--- src/pll1_bank_map.vh ---
/*
  Register offsets, field positions and power-on values of the first PLL's configuration bank.
  Assumes inclusion by bare name; definitions only.
*/
`ifndef PLL1_BANK_MAP_VH
`define PLL1_BANK_MAP_VH
// ----------------------------------------------------------------------------
// Byte offsets
// ----------------------------------------------------------------------------
`define OFS_PLL1_CTRL_AND_DIV5 8'h07
`define OFS_PLL1_REF_PREDIV 8'h08
`define OFS_PLL1_FB_DIV_LOW 8'h09
`define OFS_PLL1_LOOP_FILTER_FB_HIGH 8'h0a
`define OFS_PLL1_PUMP_CURRENT 8'h0b
`define OFS_PLL1_SPREAD_REF_DIV 8'h0c
`define OFS_PLL1_SPREAD_FB_HIGH 8'h0d
`define OFS_PLL1_SPREAD_FB_LOW 8'h0e
`define OFS_OUT_DIV_ONE_TWO 8'h0f
// ----------------------------------------------------------------------------
// Power-on values
// ----------------------------------------------------------------------------
`define RST_PLL1_CTRL_AND_DIV5 8'h23
`define RST_PLL1_REF_PREDIV 8'h19
`define RST_PLL1_FB_DIV_LOW 8'h58
`define RST_PLL1_LOOP_FILTER_FB_HIGH 8'hb2
`define RST_PLL1_PUMP_CURRENT 8'h06
`define RST_PLL1_SPREAD_REF_DIV 8'h00
`define RST_PLL1_SPREAD_FB_HIGH 8'h00
`define RST_PLL1_SPREAD_FB_LOW 8'h00
`define RST_OUT_DIV_ONE_TWO 8'h33
// ----------------------------------------------------------------------------
// Field positions
// ----------------------------------------------------------------------------
`define BIT_REF_DOUBLER 7
`define BIT_BIAS_SELECT 6
`define BIT_SECOND_CHANNEL 5
`define BIT_THIRD_POLE 4
`define DIV5_HI 3
`define DIV5_LO 0
`define BIT_BYPASS_ONE 7
`define BIT_BYPASS_TWO 6
`define PREDIV_HI 5
`define PREDIV_LO 0
`define BIT_RES_100K 7
`define BIT_RES_50K 6
`define BIT_RES_25K 5
`define BIT_RES_12K5 4
`define BIT_RES_1K 3
`define FBHI_HI 2
`define FBHI_LO 0
`define PUMP_W_HI 7
`define PUMP_W_LO 2
`define BIT_PUMP_DIV24 1
`define BIT_PUMP_DIV3 0
`define BIT_SPREAD_23 7
`define SREF_HI 6
`define SREF_LO 0
`define OD1_HI 7
`define OD1_LO 4
`define OD2_HI 3
`define OD2_LO 0
`endif

--- src/byte_reg.v ---
/*
  One byte-wide read/write register with a power-on value.
  Assumes write strobe synchronous to sys_clk_i.
*/
`timescale 1ns/1ns
module byte_reg #(
  parameter [7:0] RESET_VALUE = 8'h00
) (
  input wire sys_clk_i,
  input wire reset_n_i,
  input wire clk_en_i,
  input wire wr_i,
  input wire [7:0] wdata_i,
  output reg [7:0] q_o
);
  // ----------------------------------------------------------------------------
  // Storage
  // ----------------------------------------------------------------------------
  // Constant on reset; frozen while the clock enable is low
  always @(posedge sys_clk_i or negedge reset_n_i) begin
    if (!reset_n_i) begin
      q_o <= RESET_VALUE;
    end else if (clk_en_i && wr_i) begin
      q_o <= wdata_i;
    end
  end
endmodule // byte_reg

--- src/pll1_config_register_bank.v ---
/*
  Configuration byte bank of the first PLL and three output dividers, offsets 07h..0Fh.
  Assumes a serial host port front end on sys_clk_i that presents a byte address,
  one-cycle write/read strobes and write data; reads answer the next cycle.
*/
`timescale 1ns/1ns
`include "pll1_bank_map.vh"
module pll1_config_register_bank #(
  parameter NUM_BYTES = 9
) (
  input wire sys_clk_i,
  input wire reset_n_i,
  input wire clk_en_i,
  input wire [7:0] addr_i,
  input wire wr_i,
  input wire rd_i,
  input wire [7:0] wdata_i,
  output reg [7:0] rdata_o,
  output reg rvalid_o,
  output reg hit_o,
  output wire ref_doubler_enable_o,
  output wire bias_current_select_o,
  output wire second_channel_enable_o,
  output wire third_pole_enable_o,
  output wire [3:0] fifth_output_divider_o,
  output wire prediv_bypass_by_one_o,
  output wire prediv_bypass_by_two_o,
  output wire [5:0] ref_prediv_o,
  output wire [10:0] fb_divider_o,
  output wire filter_res_100k_o,
  output wire filter_res_50k_o,
  output wire filter_res_25k_o,
  output wire filter_res_12k5_o,
  output wire filter_res_1k_only_o,
  output wire [5:0] pump_weights_o,
  output wire pump_divide_24_o,
  output wire pump_divide_3_o,
  output wire [7:0] pump_numerator_o,
  output wire [4:0] pump_divisor_o,
  output wire spread_ref_div_23_o,
  output wire [6:0] spread_ref_divider_o,
  output wire [15:0] spread_feedback_divider_o,
  output wire [3:0] first_output_divider_o,
  output wire [3:0] second_output_divider_o
);
  // ----------------------------------------------------------------------------
  // Byte storage
  // ----------------------------------------------------------------------------
  wire [7:0] byte_q [0:8];
  // Power-on values must be elaboration constants to serve as register parameters
  localparam [8*9-1:0] reset_values = {
    `RST_OUT_DIV_ONE_TWO, `RST_PLL1_SPREAD_FB_LOW, `RST_PLL1_SPREAD_FB_HIGH,
    `RST_PLL1_SPREAD_REF_DIV, `RST_PLL1_PUMP_CURRENT, `RST_PLL1_LOOP_FILTER_FB_HIGH,
    `RST_PLL1_FB_DIV_LOW, `RST_PLL1_REF_PREDIV, `RST_PLL1_CTRL_AND_DIV5};
  wire in_range = (addr_i >= `OFS_PLL1_CTRL_AND_DIV5) && (addr_i <= `OFS_OUT_DIV_ONE_TWO);
  wire [7:0] index = addr_i - `OFS_PLL1_CTRL_AND_DIV5;

  // One register per byte; a write to one byte never touches its neighbours
  genvar g;
  generate
    for (g = 0; g < 9; g = g + 1) begin : g_byte
      byte_reg #(
        .RESET_VALUE(reset_values[8*g+7:8*g])
      ) u_byte (
        .sys_clk_i(sys_clk_i),
        .reset_n_i(reset_n_i),
        .clk_en_i(clk_en_i),
        .wr_i(wr_i && in_range && (index == g)),
        .wdata_i(wdata_i),
        .q_o(byte_q[g])
      );
    end
  endgenerate

  // ----------------------------------------------------------------------------
  // Read path
  // ----------------------------------------------------------------------------
  // Registered answer; unmapped offsets read zero with hit low
  always @(posedge sys_clk_i or negedge reset_n_i) begin
    if (!reset_n_i) begin
      rdata_o <= 8'h00;
      rvalid_o <= 1'b0;
      hit_o <= 1'b0;
    end else if (clk_en_i) begin
      rvalid_o <= rd_i;
      if (rd_i) begin
        hit_o <= in_range;
        rdata_o <= in_range ? byte_q[index[3:0]] : 8'h00;
      end
    end
  end

  // ----------------------------------------------------------------------------
  // Field decode
  // ----------------------------------------------------------------------------
  wire [7:0] ctrl = byte_q[0];
  wire [7:0] pre = byte_q[1];
  wire [7:0] lf = byte_q[3];
  wire [7:0] cp = byte_q[4];
  wire [7:0] sref = byte_q[5];
  assign ref_doubler_enable_o = ctrl[`BIT_REF_DOUBLER];
  assign bias_current_select_o = ctrl[`BIT_BIAS_SELECT];
  assign second_channel_enable_o = ctrl[`BIT_SECOND_CHANNEL];
  assign third_pole_enable_o = ctrl[`BIT_THIRD_POLE];
  assign fifth_output_divider_o = ctrl[`DIV5_HI:`DIV5_LO];
  assign prediv_bypass_by_one_o = pre[`BIT_BYPASS_ONE];
  assign prediv_bypass_by_two_o = pre[`BIT_BYPASS_TWO];
  // Ratios outside 3..64 are stored as written; range is software's duty
  assign ref_prediv_o = pre[`PREDIV_HI:`PREDIV_LO];
  // Split field updates one byte at a time, so software writes both halves
  assign fb_divider_o = {lf[`FBHI_HI:`FBHI_LO], byte_q[2]};
  assign filter_res_100k_o = lf[`BIT_RES_100K];
  assign filter_res_50k_o = lf[`BIT_RES_50K];
  assign filter_res_25k_o = lf[`BIT_RES_25K];
  assign filter_res_12k5_o = lf[`BIT_RES_12K5];
  assign filter_res_1k_only_o = lf[`BIT_RES_1K];
  assign pump_weights_o = cp[`PUMP_W_HI:`PUMP_W_LO];
  assign pump_divide_24_o = cp[`BIT_PUMP_DIV24];
  assign pump_divide_3_o = cp[`BIT_PUMP_DIV3];
  assign spread_ref_div_23_o = sref[`BIT_SPREAD_23];
  assign spread_ref_divider_o = sref[`SREF_HI:`SREF_LO];
  assign spread_feedback_divider_o = {byte_q[6], byte_q[7]};
  assign first_output_divider_o = byte_q[8][`OD1_HI:`OD1_LO];
  assign second_output_divider_o = byte_q[8][`OD2_HI:`OD2_LO];

  // ----------------------------------------------------------------------------
  // Charge-pump ratio
  // ----------------------------------------------------------------------------
  pump_current_calc u_pump (
    .bias_select_bit_i(bias_current_select_o),
    .weights_i(pump_weights_o),
    .pump_divide_24_i(pump_divide_24_o),
    .pump_divide_3_i(pump_divide_3_o),
    .numerator_o(pump_numerator_o),
    .divisor_o(pump_divisor_o)
  );
endmodule // pll1_config_register_bank

--- src/pump_current_calc.v ---
/*
  Charge-pump current weighting: numerator and divisor in units of the base current.
  Assumes pure combinational use; the analog path applies the ratio.
*/
`timescale 1ns/1ns
module pump_current_calc (
  input wire bias_select_bit_i,
  input wire [5:0] weights_i,
  input wire pump_divide_24_i,
  input wire pump_divide_3_i,
  output wire [7:0] numerator_o,
  output wire [4:0] divisor_o
);
  // ----------------------------------------------------------------------------
  // Formula
  // ----------------------------------------------------------------------------
  // Weights bit5..0 are x32..x1 so the byte is already the binary sum
  wire [6:0] sum = {1'b0, weights_i};
  // Doubling the bias is a left shift
  assign numerator_o = bias_select_bit_i ? {sum, 1'b0} : {1'b0, sum};
  // Divisor zero when both terms clear; consumer must treat as invalid
  assign divisor_o = (pump_divide_24_i ? 5'h18 : 5'h00) + (pump_divide_3_i ? 5'h03 : 5'h00);
endmodule // pump_current_calc
--- config.mk ---
export PLATFORM = sky130hd
export DESIGN_NAME = pll1_config_register_bank
export DESIGN_NICKNAME = d
export VERILOG_FILES = /design/src/byte_reg.v /design/src/pll1_config_register_bank.v /design/src/pump_current_calc.v
export VERILOG_INCLUDE_DIRS = /design/src
export SDC_FILE = /design/constraint.sdc
export NUM_CORES = 1
export LEC_CHECK = 0
export ABC_CLOCK_PERIOD_IN_PS = 2000
export BUFFER_PORTS_ARGS = -buffer_cell sky130_fd_sc_hd__buf_2
export CAP_MARGIN = 0
export CORE_MARGIN = 8
export CORE_UTILIZATION = 52
export CTS_CLUSTER_DIAMETER = 30
export CTS_CLUSTER_SIZE = 24
export DETAILED_ROUTE_END_ITERATION = 16
export PLACE_DENSITY = 0.8
export SYNTH_ARGS = -nofsm -noshare
export SYNTH_HDL_FRONTEND = slang
export SYNTH_SLANG_ARGS = --single-unit
--- constraint.sdc ---
create_clock -name sys_clk_i -period 2 [get_ports sys_clk_i]
set_clock_uncertainty 0.15 [all_clocks]
set_input_delay 0.1 -clock sys_clk_i [delete_from_list [all_inputs] [get_ports sys_clk_i]]
set_output_delay 0.1 -clock sys_clk_i [all_outputs]
set_load 0.005 [all_outputs]
After elaboration in Yosys (flattened, before gate mapping). Index checks and enable logic that the tools add are counted.

Flip-flop bits (word level): 82. Bits of input ports: 21. Word-level logic and storage cells: 55.

Add/subtract/negate cells: 2. $lt $le $gt $ge: 3. Equality and inequality tests: 8. Multiplexer cells: 7. Bitwise gates (word level): 1. Reductions and logical operators: 22.

Operator list (number): binary-select mux 8 bit (select 4 bit) (1); == test 8 x 3 -> 1 bit (second input constant) (4); two-way mux 8 bit (3); logical AND 1 bit (20); == test 8 x 2 -> 1 bit (second input constant) (2); == test 8 x 1 -> 1 bit (second input constant) (1); == test 8 x 4 -> 1 bit (second input constant) (1); greater-or-equal comparator 8 x 3 -> 1 bit (second input constant) (1); <= comparator 8 x 4 -> 1 bit (second input constant) (1); zero test 8 bit (1); subtractor 8 x 3 -> 8 bit (second input constant) (1); two-way mux 7 bit (1); adder 5 bit (1); greater-or-equal comparator 5 bit (second input constant) (1); two-way mux 5 bit (1); inverter 4 -> 5 bit (1); two-way mux 2 bit (1); AND reduction 2 bit (1).

Depth between registers and ports, before layout.
Word-level depth: 6. Depth in mapped cells: 9.

Modules after synthesis. A second synthesis with hierarchy kept.

Cells, all modules: 285. Area total of the unflattened synthesis: 4051.4 um^2.

By module, submodules not included: pll1_config_register_bank (instances 1, cells an instance 117, area an instance 1207.4 um^2); byte_reg (g_byte[0].u_byte ...) (instances 3, cells an instance 17, area an instance 300.3 um^2); byte_reg (g_byte[5].u_byte ...) (instances 3, cells an instance 17, area an instance 296.5 um^2); byte_reg (g_byte[3].u_byte ...) (instances 2, cells an instance 17, area an instance 301.5 um^2); byte_reg (g_byte[4].u_byte) (instances 1, cells an instance 17, area an instance 299.0 um^2); pump_current_calc (instances 1, cells an instance 15, area an instance 151.4 um^2).

Least setup slack after synthesis. Ideal clock, no wire load.

Path kind: input-to-reg. Start: input addr_i[0]. End: register rdata_o[0]. Library setup time: 0.096 ns. Arrival time: 2.049 ns. Required time: 1.754 ns. Path slack: -0.294 ns. Stages: 9. Path buffers: 4. Path through: buf_4 buf_4 inv_1 ha_1 buf_2 buf_1 nor3_1 a21boi_0 o31ai_1.

Cells in the longest elaborated chain, start to end: 6.

RTL lines: start: declaration (RTL line pll1_config_register_bank.v:14) `input wire [7:0] addr_i,`; subtractor 8 x 3 -> 8 bit (no source line); inverter 4 -> 5 bit (implied by the code) (RTL line pll1_config_register_bank.v:88) `rdata_o <= in_range ? byte_q[index[3:0]] : 8'h00;`; binary-select mux 8 bit (select 4 bit) (RTL line pll1_config_register_bank.v:88); two-way mux 8 bit (implied by the code) (2 in a row) (RTL line pll1_config_register_bank.v:88); two-way mux 8 bit * (RTL line pll1_config_register_bank.v:88); end signal: assignment (RTL line pll1_config_register_bank.v:88); end: declaration (RTL line pll1_config_register_bank.v:18) `output reg [7:0] rdata_o,`.

Every way passes the cells marked *; elsewhere a longest branch is shown, timed or not. The select of a mux whose other input is x is not followed. A chain may end at the register's enable or synchronous reset.

Worst setup path after layout.
Start: input clk_en_i. End: register g_byte[4].u_byte.q_o[6].

Cells in the longest elaborated chain, start to end: 1.

RTL lines: start: declaration (RTL line pll1_config_register_bank.v:13) `input wire clk_en_i,`; logical AND 1 bit (RTL line byte_reg.v:23) `end else if (clk_en_i && wr_i) begin`; end signal: assignment (RTL line byte_reg.v:24) `q_o <= wdata_i;`; end: declaration (RTL line byte_reg.v:14) `output reg [7:0] q_o`.

Every way passes these cells.

==> impl_summary.log <==
INFO  metric clock_tree_from_tritoncts = built
INFO  metric worst_setup_path_start_kind = input pin
INFO  metric globalplace.congestion = 0.8231
INFO  metric final_layout_size_suffix_gt1_share = about two thirds
INFO  metric r2r_setup_slack = 480 ps
INFO  metric y_dimension_of_the_die = about 100 um
INFO  metric clock_sink_count = 82
INFO  metric cts-buffers-inserted = 9
INFO  metric die-area = 10810 um^2
INFO  metric synth_seq_area_share = roughly half
INFO  metric timing.critical_path.max_delay_family = simple AND/OR/NAND/NOR gates
INFO  metric placement.setup.worst_slack = -97.91 ps
INFO  metric data_required_time_at_the_worst_endpoint = 2080 ps
INFO  metric setup_viol = 0
INFO  metric global_route.overflow_total = 0
INFO  metric critical_path.max_stage_delay = 520 ps
INFO  metric critical_path.endpoint_type = flip-flop
INFO  metric clock_path_buffers = 2
INFO  metric p_per_area = between 600 and 700 nW/um^2
INFO  metric clock_transition_at_the_registers_of_the_reported_paths = roughly 90 ps
INFO  metric layout_setup_ws = 156.6 ps
INFO  metric grt_start_max_net_pins = 59
INFO  metric i_o_pin_total = about 120
INFO  metric report.final.hold_viol_count = 0
INFO  metric grt.total_usage = 22.08%
INFO  metric drt_wl_total = 11800 um
INFO  metric power.static_leakage = 2.777 nW
INFO  metric placed_cell_area = 4941 um^2
INFO  metric drt_drc_violations_left = 0
INFO  metric worst-slew-pin-transition = 587.8 ps
INFO  metric route.vias.total = 3065
INFO  metric post_synth_num_cell_types = 39
INFO  metric maxSlewViolCount = 0
INFO  metric clk-insertion-delay-late = 350 ps
INFO  metric synth.top_cells.by_area = sky130_fd_sc_hd__dfrtp_1 39%, sky130_fd_sc_hd__mux2_2 21%, sky130_fd_sc_hd__dfstp_2 12%
INFO  metric ctsResizeCount = 0
INFO  metric max_cap_viol_count = 0
INFO  metric start_util = 52.91%
INFO  metric crit_fanout = 8
INFO  metric finalNetCount = 464
INFO  metric synth_flop_cell = sky130_fd_sc_hd__dfrtp_1
INFO  metric peakVddDrop = 0.6192 mV
INFO  metric drt.antenna.violating_nets = 0
INFO  metric r2r.worst_path.cells = 3
INFO  metric first_pass_grt_wire_length = 18800 um
INFO  metric post-route-period-util = 92.17%
INFO  metric final_cell_area = 5238 um^2
INFO  metric rsz0062_at_grt = no
INFO  metric antenna-diode-count = 0
INFO  metric port_buffers = 113
INFO  metric hp-class = input pin to async pin
INFO  metric critical_path_stages = 6
INFO  metric path_cells = dlygate4sd3_1 -> buf_2 -> and4_1 -> nand3_1 -> nor2_4 -> mux2_2
INFO  metric synth_async_sr_flop_share = 100.0%
INFO  metric cts-htree-levels = 3
INFO  metric initialDrtViolationCount = between 150 and 200
INFO  metric floorplan.core_area = 7607 um^2
INFO  metric yosys_register_bits = 82
INFO  metric finished_core_util = 68.85%
INFO  metric antenna_violations_before_repair = 0
INFO  metric synthDominantAreaCellType = sky130_fd_sc_hd__dfrtp_1
INFO  metric critPathSlowestCell = sky130_fd_sc_hd__dlygate4sd3_1
INFO  metric final_period_minus_worst_setup_slack = ~1800 ps
INFO  metric post_drt_wl_per_cell = 21.66 um
INFO  metric maxClockFrequency = 542.5 MHz
INFO  metric drt_first_pass_iters = 4
INFO  metric hpwl = between 8000 and 9000 um
INFO  metric avgSynthCellArea = 14.32 um^2
INFO  metric post_synth_instance_area = 4025 um^2
INFO  metric syn_inst = 281
INFO  metric die-width = 104.0 um
INFO  metric count_of_flip_flops_with_a_built_in_enable_after_synthesis = 0
INFO  metric worst_ep_arrival_time = roughly 1900 ps
INFO  metric result_of_the_run = finished, final reports clean
INFO  metric grt_pass1_vias = 3311
INFO  metric ys.warnings.count = 0
INFO  metric critPathBufInv = 2
INFO  metric timing.setup.critical_path_class = input pin to flip-flop
INFO  metric mean_number_of_vias_per_cell = 5.624
INFO  metric clock-root-buffer = sky130_fd_sc_hd__clkbuf_8
INFO  metric fp-row-count = 32
INFO  metric areaGrowthSynthToFinish = 30.12%
INFO  metric synth.top_cell.area_share = 39.17%
INFO  metric timing.slew.headroom = between 60 and 70%
-- report_power, final --
group | internal [mW] | switching, mW | leakage [nW]
registers | 1.69 | 0.0226 | 1.07
logic | 0.162 | 0.201 | 1.61
clock network | 0.612 | 0.576 | 0.0966
-- cell families (layout without fill, tap and decap cells) --
group / after synthesis / in the layout / share of synthesized area (%)
adder cells (fa/ha/maj): 5 / 5 / 1.554
XOR/XNOR: 1 / 1 / 0.2176
multiplexers: 93 / 93 / 30.49
AND/OR/NAND/NOR: 48 / 48 / 7.709
flip-flops: 82 / 82 / 51.57
buffers and inverters: 18 / 179 / 2.704
AO/OA/AOI/OAI: 33 / 33 / 5.657
other: 1 / 2 / 0.09317
-- layer usage --
metal	vias to the layer above	share of wire [%]	GRT usage, %
met5	-	0	0
met3	17	6.8	6.320
met2	114	50	36.89
met4	0	1.8	7.653
met1	1578	41	26.67
li1	1356	-	-
-- area by class of cell --
cell class,count,area [um^2]
Fill cell,567,2370
Inverter,3,11.26
Multi-Input combinational cell,182,1856
Tap cell,102,127.6
Clock buffer,12,145.1
Clock inverter,4,51.30
Sequential cell,82,2076
Timing Repair Buffer,160,970.9
-- worst paths after layout --
kind / start / endpoint
max reg2reg: g_byte[0].u_byte.q_o[6] / rdata_o[6]
max: clk_en_i / g_byte[4].u_byte.q_o[6]
min: reset_n_i / g_byte[5].u_byte.q_o[3]
min reg2reg: rdata_o[7] / rdata_o[7]
max in group asynchronous: reset_n_i / g_byte[8].u_byte.q_o[1]
min in group sys_clk_i: rd_i / hit_o
-- sequential cells by signal, indices dropped and copies added, names as in the netlist --
name / count
hit_o: 1
rvalid_o: 1
rdata_o: 8
g_byte.u_byte.q_o: 72
-- worst reg2reg max path, delay by kind of cell (launching register included) --
kind,cells,cell delay [ps]
muxes,1,510
DFF,1,490
AOI/OAI and AO/OA,2,250
-- synthesized netlist by cell type, drive strengths merged (2+ instances only) --
| master | instances |
|---|---|
| nor3 | 9 |
| o31ai | 9 |
| mux2 | 77 |
| dfrtp | 63 |
| nand2 | 18 |
| o22ai | 8 |
| nand3 | 4 |
| nor2 | 6 |
| and2 | 2 |
| nand4 | 2 |
| o21ai | 3 |
| dfstp | 19 |
| mux4 | 16 |
| inv | 3 |
| a21oi | 3 |
| ha | 5 |
| a21boi | 8 |
| nand2b | 2 |
| buf | 14 |
-- layout by cell type, fill, tap and decap left out, types with 2 or more instances in the layout --
cell type                       instances
sky130_fd_sc_hd__clkbuf_1               2
sky130_fd_sc_hd__a21boi_0               8
sky130_fd_sc_hd__mux2_2                76
sky130_fd_sc_hd__inv_1                  3
sky130_fd_sc_hd__o31ai_1                9
sky130_fd_sc_hd__dfstp_2               19
sky130_fd_sc_hd__o22ai_1                8
sky130_fd_sc_hd__buf_12                 2
sky130_fd_sc_hd__nand3_1                4
sky130_fd_sc_hd__dlygate4sd3_1         10
sky130_fd_sc_hd__nor3_1                 2
sky130_fd_sc_hd__conb_1                 2
sky130_fd_sc_hd__a21oi_1                2
sky130_fd_sc_hd__nor3_2                 2
sky130_fd_sc_hd__and2_1                 2
sky130_fd_sc_hd__ha_1                   5
sky130_fd_sc_hd__dfrtp_1               63
sky130_fd_sc_hd__clkbuf_8              10
sky130_fd_sc_hd__o21ai_0                2
sky130_fd_sc_hd__mux4_2                16
sky130_fd_sc_hd__buf_2                112
sky130_fd_sc_hd__nor2_1                 4
sky130_fd_sc_hd__nand2b_1               2
sky130_fd_sc_hd__nor3_4                 5
sky130_fd_sc_hd__buf_4                 36
sky130_fd_sc_hd__nand2_1               18
-- what timing repair did --
| item | 4_1_cts | 5_1_grt |
|---|---|---|
| endpoints found under the hold margin | 143 | 0 |
| hold buffers | 10 | 0 |
| buffers inserted | 0 | 0 |
-- stage by stage --
| stage | hold slack (ps) | std cells | TNS (ps) | total power [mW] |
|---|---|---|---|---|
| global placement | -125.0 | 519 | -395.5 | 2.079 |
| global route | 61.17 | 545 | 0 | 3.383 |
| detailed placement | -124.2 | 519 | -2967 | 2.090 |
| finish | 37.78 | 545 | 0 | 3.262 |
| floorplan | -345.6 | 282 | 0 | 1.908 |
| CTS | 47.92 | 545 | 0 | 3.275 |
(Power assumes the default switching activity.)
